[src/rtl/mac_acc_defs.svh]
// Constants for the accumulate-and-clear block: register indices, reset
// values and operand widths.
// Assumes inclusion by bare name from the package and the design files.
// Function
// RULE1: Y write multiplies by X, accumulates.
// RULE2: Y address read returns accumulator byte 0.
// RULE3: Clear-A write zeroes accumulator, data ignored.
// RULE4: Clear-A read returns byte 3, no clear.
// RULE5: Clear-B write zeroes accumulator likewise.
// RULE6: Clear-B read returns accumulator byte 2.
// RULE7: X write accumulates; X read returns byte 1.
// RULE8: Signed operands, product sign-extended before add.
// RULE9: Accumulator wraps modulo 2^32, no saturation.
`ifndef MAC_ACC_DEFS_SVH
`define MAC_ACC_DEFS_SVH

// ----------------------------------------------------------------
// Register indices; the byte address is four times the index
// ----------------------------------------------------------------
`define U1_X_IDX 8'hac
`define U1_Y_IDX 8'had
`define U1_CLA_IDX 8'hae
`define U1_CLB_IDX 8'haf
`define U0_X_IDX 8'hec
`define U0_Y_IDX 8'hed
`define U0_CLA_IDX 8'hee
`define U0_CLB_IDX 8'hef

// ----------------------------------------------------------------
// Widths and reset values
// ----------------------------------------------------------------
`define OPND_W 8
`define ACC_W 32
`define ACC_RST 32'h0000_0000
`define OPND_RST 8'h00
`define AXI_AW 10
`define RESP_OKAY 2'b00
`define RESP_SLVERR 2'b10

`endif

[src/rtl/mac_acc_pkg.sv]
// Types shared by the accumulate block and its register slave.
// Assumes the constants header is on the include path.
`include "mac_acc_defs.svh"
package mac_acc_pkg;
    // Register function selected by the decoded address
    typedef enum logic [2:0]
    {
        FN_NONE,
        FN_X,
        FN_Y,
        FN_CLA,
        FN_CLB
    } reg_fn_t;

    // One access request as seen by a unit
    typedef struct packed
    {
        logic wr;
        reg_fn_t fn;
        logic [`OPND_W-1:0] data;
    } unit_req_t;
endpackage

[src/rtl/mac_acc_top.sv]
// AXI4-Lite slave and two accumulate units. Byte address = 4 * index.
// Assumes a single master, one write and one read outstanding at most.
//
// Our own choice: the AXI4-Lite register port.
`timescale 1ns/100ps
`default_nettype none
`include "mac_acc_defs.svh"
module mac_acc_top
    import mac_acc_pkg::*;
(
    input wire logic core_clk,
    input wire logic rst_n,
    input wire logic [`AXI_AW-1:0] s_axi_awaddr,
    input wire logic [2:0] s_axi_awprot,
    input wire logic s_axi_awvalid,
    output logic s_axi_awready,
    input wire logic [31:0] s_axi_wdata,
    input wire logic [3:0] s_axi_wstrb,
    input wire logic s_axi_wvalid,
    output logic s_axi_wready,
    output logic [1:0] s_axi_bresp,
    output logic s_axi_bvalid,
    input wire logic s_axi_bready,
    input wire logic [`AXI_AW-1:0] s_axi_araddr,
    input wire logic [2:0] s_axi_arprot,
    input wire logic s_axi_arvalid,
    output logic s_axi_arready,
    output logic [31:0] s_axi_rdata,
    output logic [1:0] s_axi_rresp,
    output logic s_axi_rvalid,
    input wire logic s_axi_rready
);
    logic aw_held_r;
    logic w_held_r;
    logic [`AXI_AW-1:0] awaddr_r;
    logic [7:0] wbyte_r;
    logic wlane_r;
    logic awready_r;
    logic wready_r;
    logic bvalid_r;
    logic [1:0] bresp_r;
    logic arready_r;
    logic rvalid_r;
    logic [31:0] rdata_r;
    logic [1:0] rresp_r;
    logic aw_hs;
    logic w_hs;
    logic ar_hs;
    logic wr_go;
    logic [7:0] widx;
    logic [7:0] ridx;
    logic widx_ok;
    logic ridx_ok;
    unit_req_t req0;
    unit_req_t req1;
    logic [`ACC_W-1:0] acc0;
    logic [`ACC_W-1:0] acc1;
    logic [7:0] rbyte;
    logic rhit;

    // ----------------------------------------------------------------
    // Address decode
    // ----------------------------------------------------------------
    // Function chosen by the index's low two bits, unit by its base
    function automatic reg_fn_t fn_of(input logic [7:0] idx);
        reg_fn_t f;
        f = FN_NONE;
        unique case (idx[1:0])
            2'b00: f = FN_X;
            2'b01: f = FN_Y;
            2'b10: f = FN_CLA;
            2'b11: f = FN_CLB;
        endcase
        return f;
    endfunction

    assign aw_hs = s_axi_awvalid && awready_r;
    assign w_hs = s_axi_wvalid && wready_r;
    assign ar_hs = s_axi_arvalid && arready_r;
    assign wr_go = aw_held_r && w_held_r && !bvalid_r;
    assign widx = awaddr_r[9:2];
    assign ridx = s_axi_araddr[9:2];
    assign widx_ok = (widx >= `U1_X_IDX && widx <= `U1_CLB_IDX)
        || (widx >= `U0_X_IDX && widx <= `U0_CLB_IDX);
    assign ridx_ok = (ridx >= `U1_X_IDX && ridx <= `U1_CLB_IDX)
        || (ridx >= `U0_X_IDX && ridx <= `U0_CLB_IDX);

    // Byte lane 0 must be strobed; other lanes are ignored
    assign req0.wr = wr_go && wlane_r && widx[7:2] == 6'(`U0_X_IDX >> 2);
    assign req0.fn = fn_of(widx);
    assign req0.data = wbyte_r;
    assign req1.wr = wr_go && wlane_r && widx[7:2] == 6'(`U1_X_IDX >> 2);
    assign req1.fn = fn_of(widx);
    assign req1.data = wbyte_r;

    // One unit per block of four indices; unit 0 owns the upper block
    logic [`ACC_W-1:0] acc_u [2];
    for (genvar u = 0; u < 2; u++)
    begin : g_unit
        mac_unit mac_unit_inst
        (
            .core_clk(core_clk),
            .rst_n(rst_n),
            .req((u == 0) ? req0 : req1),
            .acc(acc_u[u])
        );
    end
    assign acc0 = acc_u[0];
    assign acc1 = acc_u[1];

    // ----------------------------------------------------------------
    // Read mux
    // ----------------------------------------------------------------
    // Reads never touch the accumulator: pure byte selection
    logic [`ACC_W-1:0] racc;
    assign racc = (ridx[7:2] == 6'(`U0_X_IDX >> 2)) ? acc0 : acc1;
    assign rhit = ridx_ok;
    assign rbyte = (ridx[1:0] == 2'b01) ? racc[7:0] // RULE2
        : (ridx[1:0] == 2'b00) ? racc[15:8] // RULE7
        : (ridx[1:0] == 2'b11) ? racc[23:16] // RULE6
        : racc[31:24]; // RULE4

    // Write channels: each address and data taken independently
    always_ff @(posedge core_clk or negedge rst_n)
    begin
        if (!rst_n)
        begin
            aw_held_r <= 1'b0;
            w_held_r <= 1'b0;
            awaddr_r <= '0;
            wbyte_r <= 8'h00;
            wlane_r <= 1'b0;
            awready_r <= 1'b0;
            wready_r <= 1'b0;
            bvalid_r <= 1'b0;
            bresp_r <= `RESP_OKAY;
        end
        else
        begin
            awready_r <= !aw_held_r && !aw_hs && !bvalid_r;
            wready_r <= !w_held_r && !w_hs && !bvalid_r;
            if (aw_hs)
            begin
                aw_held_r <= 1'b1;
                awaddr_r <= s_axi_awaddr;
            end
            if (w_hs)
            begin
                w_held_r <= 1'b1;
                wbyte_r <= s_axi_wdata[7:0];
                wlane_r <= s_axi_wstrb[0];
            end
            if (wr_go)
            begin
                aw_held_r <= 1'b0;
                w_held_r <= 1'b0;
                bvalid_r <= 1'b1;
                bresp_r <= widx_ok ? `RESP_OKAY : `RESP_SLVERR;
            end
            else if (bvalid_r && s_axi_bready)
                bvalid_r <= 1'b0;
        end
    end

    // Read channel: one read in flight, data registered
    always_ff @(posedge core_clk or negedge rst_n)
    begin
        if (!rst_n)
        begin
            arready_r <= 1'b0;
            rvalid_r <= 1'b0;
            rdata_r <= 32'h0000_0000;
            rresp_r <= `RESP_OKAY;
        end
        else
        begin
            arready_r <= !rvalid_r && !ar_hs;
            if (ar_hs)
            begin
                rvalid_r <= 1'b1;
                rdata_r <= rhit ? {24'h00_0000, rbyte} : 32'h0000_0000;
                rresp_r <= rhit ? `RESP_OKAY : `RESP_SLVERR;
            end
            else if (rvalid_r && s_axi_rready)
                rvalid_r <= 1'b0;
        end
    end

    assign s_axi_awready = awready_r;
    assign s_axi_wready = wready_r;
    assign s_axi_bvalid = bvalid_r;
    assign s_axi_bresp = bresp_r;
    assign s_axi_arready = arready_r;
    assign s_axi_rvalid = rvalid_r;
    assign s_axi_rdata = rdata_r;
    assign s_axi_rresp = rresp_r;

    // ----------------------------------------------------------------
    // Checks
    // ----------------------------------------------------------------
    a_read_byte0: assert property (@(posedge core_clk) // RULE2
        disable iff (!rst_n)
        ar_hs && ridx == `U0_Y_IDX |=> rdata_r == {24'h0, $past(acc0[7:0])})
        else $error("byte0 read wrong");
    a_read_byte3: assert property (@(posedge core_clk) // RULE4
        disable iff (!rst_n)
        ar_hs && ridx == `U1_CLA_IDX |=>
        rdata_r == {24'h0, $past(acc1[31:24])})
        else $error("byte3 read wrong");
    a_read_byte2: assert property (@(posedge core_clk) // RULE6
        disable iff (!rst_n)
        ar_hs && ridx == `U0_CLB_IDX |=>
        rdata_r == {24'h0, $past(acc0[23:16])})
        else $error("byte2 read wrong");
    // The accumulator is cleared at the very edge the write is applied
    a_clear_b: assert property (@(posedge core_clk) // RULE5
        disable iff (!rst_n)
        req1.wr && req1.fn == FN_CLB |=> acc1 == 32'h0)
        else $error("clear-B did not zero");
    // While the response stands, no new write may be accepted
    a_resp_after: assert property (@(posedge core_clk)
        disable iff (!rst_n)
        wr_go |=> bvalid_r && !s_axi_awready && !s_axi_wready)
        else $error("write response missing or readies high");
endmodule
`default_nettype wire

[src/rtl/mac_unit.sv]
// One multiply-accumulate unit: X and Y operands, 32-bit accumulator.
// Assumes one request per cycle from the register slave on core_clk.
`timescale 1ns/100ps
`default_nettype none
`include "mac_acc_defs.svh"
module mac_unit
    import mac_acc_pkg::*;
(
    input wire logic core_clk,
    input wire logic rst_n,
    input wire unit_req_t req,
    output logic [`ACC_W-1:0] acc
);
    logic [`OPND_W-1:0] x_r;
    logic [`OPND_W-1:0] y_r;
    logic [`ACC_W-1:0] acc_r;
    logic [`ACC_W-1:0] acc_nxt;
    logic signed [`OPND_W-1:0] mul_a;
    logic signed [`OPND_W-1:0] mul_b;
    logic signed [2*`OPND_W-1:0] prod;
    logic [`ACC_W-1:0] prod_ext;
    logic is_x;
    logic is_y;
    logic is_clr;

    // ----------------------------------------------------------------
    // Operand selection and product
    // ----------------------------------------------------------------
    // Written value pairs with the other, currently held operand
    assign is_x = req.wr && (req.fn == FN_X);
    assign is_y = req.wr && (req.fn == FN_Y);
    assign is_clr = req.wr && (req.fn == FN_CLA || req.fn == FN_CLB);
    assign mul_a = is_x ? req.data : x_r; // RULE7
    assign mul_b = is_y ? req.data : y_r; // RULE1
    assign prod = mul_a * mul_b; // RULE8
    // Sign extension keeps negative products correct
    assign prod_ext = {{(`ACC_W-2*`OPND_W){prod[2*`OPND_W-1]}}, prod};
    // Plain add truncates to 32 bits, so overflow wraps silently
    assign acc_nxt = is_clr ? `ACC_RST
        : (is_x || is_y) ? acc_r + prod_ext : acc_r; // RULE9 RULE3 RULE5
    assign acc = acc_r;

    // Operand and accumulator registers
    always_ff @(posedge core_clk or negedge rst_n)
    begin
        if (!rst_n)
        begin
            x_r <= `OPND_RST;
            y_r <= `OPND_RST;
            acc_r <= `ACC_RST;
        end
        else
        begin
            if (is_x)
                x_r <= req.data;
            if (is_y)
                y_r <= req.data;
            acc_r <= acc_nxt;
        end
    end

    // ----------------------------------------------------------------
    // Checks
    // ----------------------------------------------------------------
    // Reference sums come from the operands, not from the multiplier,
    // so a broken product or extension cannot hide behind itself
    a_clear_zeroes: assert property (@(posedge core_clk) // RULE3
        disable iff (!rst_n)
        is_clr |=> acc_r == 32'h0)
        else $error("accumulator not cleared");
    a_y_accum: assert property (@(posedge core_clk) // RULE1
        disable iff (!rst_n)
        is_y |=> $signed(acc_r) == $signed($past(acc_r))
        + $signed($past(req.data)) * $signed($past(x_r)))
        else $error("Y write did not accumulate");
    a_x_accum: assert property (@(posedge core_clk) // RULE7
        disable iff (!rst_n)
        is_x |=> $signed(acc_r) == $signed($past(acc_r))
        + $signed($past(req.data)) * $signed($past(y_r)))
        else $error("X write did not accumulate");
    a_idle_hold: assert property (@(posedge core_clk) // RULE4
        disable iff (!rst_n)
        !req.wr |=> $stable(acc_r))
        else $error("accumulator moved without write");
    a_sign_ext: assert property (@(posedge core_clk) // RULE8
        disable iff (!rst_n)
        $signed(prod_ext) == $signed(mul_a) * $signed(mul_b))
        else $error("product not sign-extended");
endmodule
`default_nettype wire

[config.mk]
export PLATFORM = sky130hd
export DESIGN_NAME = mac_acc_top
export DESIGN_NICKNAME = d
export VERILOG_FILES = /design/src/rtl/mac_acc_pkg.sv /design/src/rtl/mac_acc_top.sv /design/src/rtl/mac_unit.sv
export VERILOG_INCLUDE_DIRS = /design/src /design/src/rtl
export SDC_FILE = /design/constraint.sdc
export NUM_CORES = 1
export LEC_CHECK = 0
export BUFFER_PORTS_ARGS = -buffer_cell sky130_fd_sc_hd__buf_2
export CORE_MARGIN = 4
export CORE_UTILIZATION = 62
export CTS_CLUSTER_SIZE = 40
export DETAILED_ROUTE_END_ITERATION = 16
export PLACE_DENSITY = 0.82
export SLEW_MARGIN = 0
export SYNTH_ARGS = -nofsm -noshare
export SYNTH_HDL_FRONTEND = slang
export SYNTH_SLANG_ARGS = --single-unit
[constraint.sdc]
create_clock -name core_clk -period 11.37 [get_ports core_clk]
set_input_delay 3.411 -clock core_clk [delete_from_list [all_inputs] [get_ports core_clk]]
set_output_delay 3.411 -clock core_clk [all_outputs]
set_load 0.03 [all_outputs]
==> results of run 1 <==
per-layer routing:
| metal | GRT usage (%) | wire [µm] | share of wire, % |
|---|---|---|---|
| met4 | 8.49 | 693 | 2.3 |
| met1 | 35.6 | 13000 | 43 |
| met5 | 0 | 0 | 0 |
| met2 | 43.3 | 14800 | 49 |
| met3 | 4.03 | 1620 | 5.4 |
worst register-to-register path, delay by kind of cell (launching register included):
| kind | cells | cell delay (ns) |
|---|---|---|
| compound gates | 8 | 1.55 |
| xor+xnor | 1 | 0.44 |
| fa+ha+maj | 6 | 3.08 |
| buf+inv | 9 | 1.49 |
| flops | 1 | 0.42 |
| mux | 1 | 0.65 |
| simple gates | 9 | 2.61 |
cell usage after synthesis, drive strengths merged (12+ instances only):
cell type / n / area (µm²)
clkbuf: 25 / 93.8
xnor2: 54 / 473
a21o: 36 / 270
o21a: 12 / 90.1
inv: 234 / 878
mux2i: 43 / 430
a21oi: 60 / 304
o21ai: 87 / 435
mux2: 17 / 191
nor3: 12 / 60.1
fa: 112 / 2240
dfrtp: 130 / 3250
nand2: 139 / 522
a211oi: 14 / 115
o31ai: 15 / 113
nor2: 141 / 544
buf: 28 / 204
nand3: 15 / 75.1
mux4: 16 / 360
ha: 124 / 1550
xor2: 22 / 193
o21bai: 14 / 105
metrics by stage:
stage	instances	total power, µW	worst slack (ns)	util (%)	hold WS, ns
after global placement	1755	812	1.44	65.1	0.433
final	1787	1450	1.07	68.3	0.439
after global routing	1787	1500	0.434	68.3	0.453
after detailed placement	1755	825	1.28	65.1	0.444
after CTS	1787	1450	1.16	68.3	0.441
after floorplan	1481	747	2.65	-	0.451
registers in the layout, summed over array words and instances (netlist names), 8 cells and up:
name                      flops
g_unit.mac_unit_inst.x_r     16
g_unit.mac_unit_inst.y_r     16
g_unit.mac_unit_inst.acc     64
wbyte_r                       8
s_axi_rdata                   8
awaddr_r                      8
power by group:
group	switching (µW)	internal (µW)	total [µW]
Combinational	153	92.4	245
Clock	219	402	621
Sequential	63.7	516	579
Total	436	1010	1450
worst max-delay path by stage:
stage / from / to / slack, ns / depth (start not counted)
floorplan: s_axi_bvalid / g_unit[1].mac_unit_inst.acc[28] / 2.65 / 34
global placement: awaddr_r[6] / g_unit[0].mac_unit_inst.acc[31] / 1.44 / 34
detailed placement: awaddr_r[6] / g_unit[0].mac_unit_inst.acc[31] / 1.28 / 34
CTS: awaddr_r[6] / g_unit[0].mac_unit_inst.acc[31] / 1.16 / 34
global route: s_axi_bvalid / g_unit[0].mac_unit_inst.acc[31] / 0.43 / 33
finish: s_axi_bvalid / g_unit[0].mac_unit_inst.acc[31] / 1.07 / 34
area by class of cell:
| class | count | area share [%] |
|---|---|---|
| Clock buffer | 20 | 3.17 |
| Clock inverter | 12 | 1.42 |
| Inverter | 234 | 6.10 |
| Timing Repair Buffer | 52 | 1.93 |
| Tap cell | 275 | 2.39 |
| Multi-Input combinational cell | 1064 | 62.4 |
| Sequential cell | 130 | 22.6 |
layout by cell type, fill, tap and decap left out, types with 14 or more instances in the layout:
| cell type | n |
|---|---|
| a21oi_1 | 59 |
| ha_1 | 124 |
| mux2i_1 | 43 |
| a21o_1 | 36 |
| xnor2_1 | 53 |
| inv_1 | 233 |
| mux2_2 | 17 |
| nor2_1 | 139 |
| buf_2 | 45 |
| nand3_1 | 15 |
| nand2_1 | 139 |
| clkbuf_16 | 17 |
| o21bai_1 | 14 |
| xor2_1 | 22 |
| o31ai_1 | 15 |
| conb_1 | 26 |
| o21ai_0 | 83 |
| dfrtp_1 | 130 |
| fa_1 | 112 |
| mux4_2 | 16 |
kinds of logic (layout without fill, tap and decap cells):
| family | after synthesis | after routing | share of synthesized area (%) |
|---|---|---|---|
| and+or+nand+nor | 366 | 366 | 12.0 |
| buffers and inverters | 287 | 318 | 8.84 |
| AOI/OAI and AO/OA | 284 | 284 | 13.8 |
| adders and majority gates | 236 | 236 | 28.5 |
| DFF | 130 | 130 | 24.4 |
| xor gates and xnor gates | 76 | 76 | 5.00 |
| muxes | 76 | 76 | 7.38 |
| other | 1 | 26 | 0.0282 |
==> metrics, run 1 <==
status finished clean; aggregate routed wire length 30.2 mm; Slew Limit Fails 0; DR WL/cell 16.9 µm; deepest clock path buffer count 2; Initial Util roughly 63%; crit path buf inv count 9; post-synthesis sequential area ratio 24.4%; Worst Setup Path Type reg2reg; RSZ-0062 raised after global routing false; full die area approximately 24000 µm²; port buffer count between 40 and 50; cell count after synthesis 1456; R2R setup slack 1.07 ns; Tmin final 10.30 ns; critical hold path startpoint s_axi_rvalid; syn avg cell area about 9.1 µm²; CORE AREA ~21000 µm²; crit path max fanout between 40 and 50; Final Hold Viols 0; ys flop type dfrtp_1; first-pass GRT wire length just over 50 mm; Detailed Place HPWL 23.1 mm; Unique masters post-synth 69; largest net degree at the start of global routing 73; via count ~10k; gr usage total around a quarter; actual slew at the worst max-slew pin between 0.9 and 1 ns; crit share post-route between 90% and 100%; cells on worst reg2reg path 34; Hold Path End s_axi_arready; GRT overflow 0; FF+latch count, synth 130; NumNets Final ~1.8k; clk_lat worst skew between 0.4 and 0.5 ns; total negative setup slack 0 ns; violation count after the first detailed-routing iteration 733; Fmax slightly below 0.1 GHz; clock buffer count from CTS 17; Rel. slew slack between 30% and 40%; CTS tree done; CP Launch Type register; area occupied by multi-input gates ~9000 µm²; residual DRC count 0; Setup-failing EPs final 0; share of cells above drive strength 1 under 10%; pwr/cell area 100 nW/µm²; Synth Cell Area roughly 13000 µm²; Post-synth EDFFs 0; RR Startpoint s_axi_bvalid; # diodes 0; Area after DPL around 14000 µm²; Die Height roughly 150 µm; htree depth 4; number of setup buffers added after CTS 0; IO Pins 110; row cnt 53; post_cts resized 0; RD Place Congestion just under 0.9; peak supply drop around 0.000085 V; hold buffers post-CTS 0; Setup Skew between 0.01 and 0.015 ns; drt pass-1 iters 5; Worst Path Required 11.72 ns; most frequent CP cell inv_1; RR Endpoint g_unit[0].mac_unit_inst.acc[31]; ys async rst share 100%; crit path DAT about 11 ns; CP max-delay cell mux2i_1; Largest delay share family, worst path adder cells; Leak roughly 0.0075 µW; vias in the first global route roughly 10k; Die Wd roughly 150 µm; Filler cells around 1.6k; CTS root buf clkbuf_16; Hold Crit Class reg2reg; initial antenna violation count 0; fin area 14400 µm²; count of clock tree sinks 130; largest stage delay on the critical path ~0.64 ns; Final ANT Viol Nets 0; Reg area roughly 3300 µm²; Via-to-Cell Ratio between 5 and 6; crit end category register; Layout area overhead 8.16%; Ys Warns 0; Max-cap violations 0; hold path depth 1; Worst-path clk slew 0.06 ns
(Power assumes the default switching activity.)
==> inputs of run 2 (changes only) <==
--- a/config.mk
+++ b/config.mk
@@ -9,6 +9,7 @@
 export BUFFER_PORTS_ARGS = -buffer_cell sky130_fd_sc_hd__buf_2
 export CORE_MARGIN = 4
 export CORE_UTILIZATION = 62
+export CTS_BUF_LIST = sky130_fd_sc_hd__clkbuf_16
 export CTS_CLUSTER_SIZE = 40
 export DETAILED_ROUTE_END_ITERATION = 16
 export PLACE_DENSITY = 0.82
==> metrics, run 2 (synthesized netlist as in run 1, its figures left out) <==
CTS root buf clkbuf_16; # diodes 0; largest net degree at the start of global routing 73; CP max-delay cell mux2i_1; total negative setup slack 0 ns; Hold Crit Class reg2reg; drt pass-1 iters 6; CORE AREA about 21000 µm²; GRT overflow 0; Initial Util about 63%; DR WL/cell approximately 17 µm; DP Worst Slack about 1.3 ns; residual DRC count 0; R2R setup slack about 1.1 ns; RD Place Congestion around 0.9; critical hold path startpoint s_axi_rvalid; Detailed Place HPWL 23.1 mm; IO Pins 110; count of clock tree sinks 130; CTS tree done; hold path depth 1; peak supply drop around 0.000085 V; RSZ-0062 raised after global routing false; via count around 10k; deepest clock path buffer count 2; Leak roughly 0.0074 µW; crit path max fanout 41; port buffer count 46; violation count after the first detailed-routing iteration 817; Final Hold Viols 0; htree depth 4; Largest register FFs 64; Fmax approximately 0.097 GHz; Layout area overhead 8.01%; vias in the first global route approximately 10k; most frequent CP cell inv_1; Tmin final 10.31 ns; initial antenna violation count 0; Via-to-Cell Ratio about 5.8; Slew Limit Fails 0; Pwr Total between 1000 and 1500 µW; first-pass GRT wire length a little over 50 mm; CP Launch Type register; row cnt between 50 and 60; Filler cells between 1.5k and 2k; largest stage delay on the critical path roughly 0.64 ns; Die Height between 150 and 200 µm; clock buffer count from CTS 17; most frequent cells in the layout 234 x inv_1, 139 x nand2_1, 139 x nor2_1; Final ANT Viol Nets 0; hold buffers post-CTS 0; post_cts resized 0; clk_lat worst skew approximately 0.43 ns; pwr/cell area 99.4 nW/µm²; Die Wd ~150 µm; Worst Path Required 11.73 ns; crit path DAT approximately 11 ns; Cells after DPL between 1.5k and 2k; aggregate routed wire length ~30 mm; crit end category register; fin area 14400 µm²; share of cells above drive strength 1 under 10%; cells on worst reg2reg path 34; number of setup buffers added after CTS 0; Max-cap violations 0; Setup Skew between 0.01 and 0.015 ns; Non-Filler Instances about 1.8k; Rel. slew slack roughly a third; Worst Setup Path Type reg2reg; actual slew at the worst max-slew pin between 0.9 and 1 ns; RR Endpoint g_unit[0].mac_unit_inst.acc[31]; gr usage total roughly a quarter; RR Startpoint s_axi_bvalid; full die area between 20000 and 25000 µm²; Setup WS post-layout between 1 and 1.5 ns; Setup-failing EPs final 0; Worst-path clk slew ~0.060 ns; crit share post-route 90.7%; commonest non-fill, non-tap cell in the layout inv_1; Area after DPL approximately 14000 µm²; Hold Path End s_axi_arready; NumNets Final 1804; status finished clean
[run 2: worst max-delay path by stage]
stage / from / end
2_1_floorplan: s_axi_bvalid / g_unit[1].mac_unit_inst.acc[28]
3_3_place_gp: awaddr_r[6] / g_unit[0].mac_unit_inst.acc[31]
3_5_place_dp: awaddr_r[6] / g_unit[0].mac_unit_inst.acc[31]
4_1_cts: awaddr_r[6] / g_unit[0].mac_unit_inst.acc[31]
5_1_grt: s_axi_bvalid / g_unit[0].mac_unit_inst.acc[31]
6_report: s_axi_bvalid / g_unit[0].mac_unit_inst.acc[31]
[run 2: critical path, delay by kind of cell, from the launching register on]
kind / cells / cell delay, ns
AND/OR/NAND/NOR: 9 / 2.59
multiplexers: 1 / 0.64
buffers and inverters: 9 / 1.50
adder cells (fa/ha/maj): 6 / 3.08
flip-flops: 1 / 0.42
AO/OA/AOI/OAI: 8 / 1.53
XOR/XNOR: 1 / 0.46
[run 2: where the power goes]
group	switching [µW]	leakage, µW	total, µW	internal, µW
clock	218	0.000306	605	387
combinational	153	0.00539	245	92.4
sequential	62.4	0.00175	578	516
total	433	0.00745	1430	995
[run 2: per-stage QoR]
| stage | hold WS, ns | utilization, % |
|---|---|---|
| 3_3_place_gp | 0.433 | 65.1 |
| 6_report | 0.439 | 68.2 |
| 5_1_grt | 0.453 | 68.2 |
| 3_5_place_dp | 0.444 | 65.1 |
| 4_1_cts | 0.441 | 68.2 |
| 2_1_floorplan | 0.451 | - |
[run 2: layout make-up]
| cell class | instances | area, µm² | share of cell area [%] |
|---|---|---|---|
| clock inverters | 15 | 215 | 1.50 |
| well taps | 275 | 344 | 2.39 |
| clock buffers | 17 | 425 | 2.96 |
| repair buffers | 52 | 278 | 1.93 |
| inverters | 234 | 878 | 6.11 |
| flip-flops and latches | 130 | 3250 | 22.6 |
| multi-input cells | 1064 | 8980 | 62.5 |
[run 2: metal layers]
metal	wire length [µm]	global-route usage [%]	vias up
li1	-	-	4892
met1	13000	35.6	5031
met2	14900	43.4	310
met3	1560	4.06	58
met4	659	8.37	0
met5	0	0	-
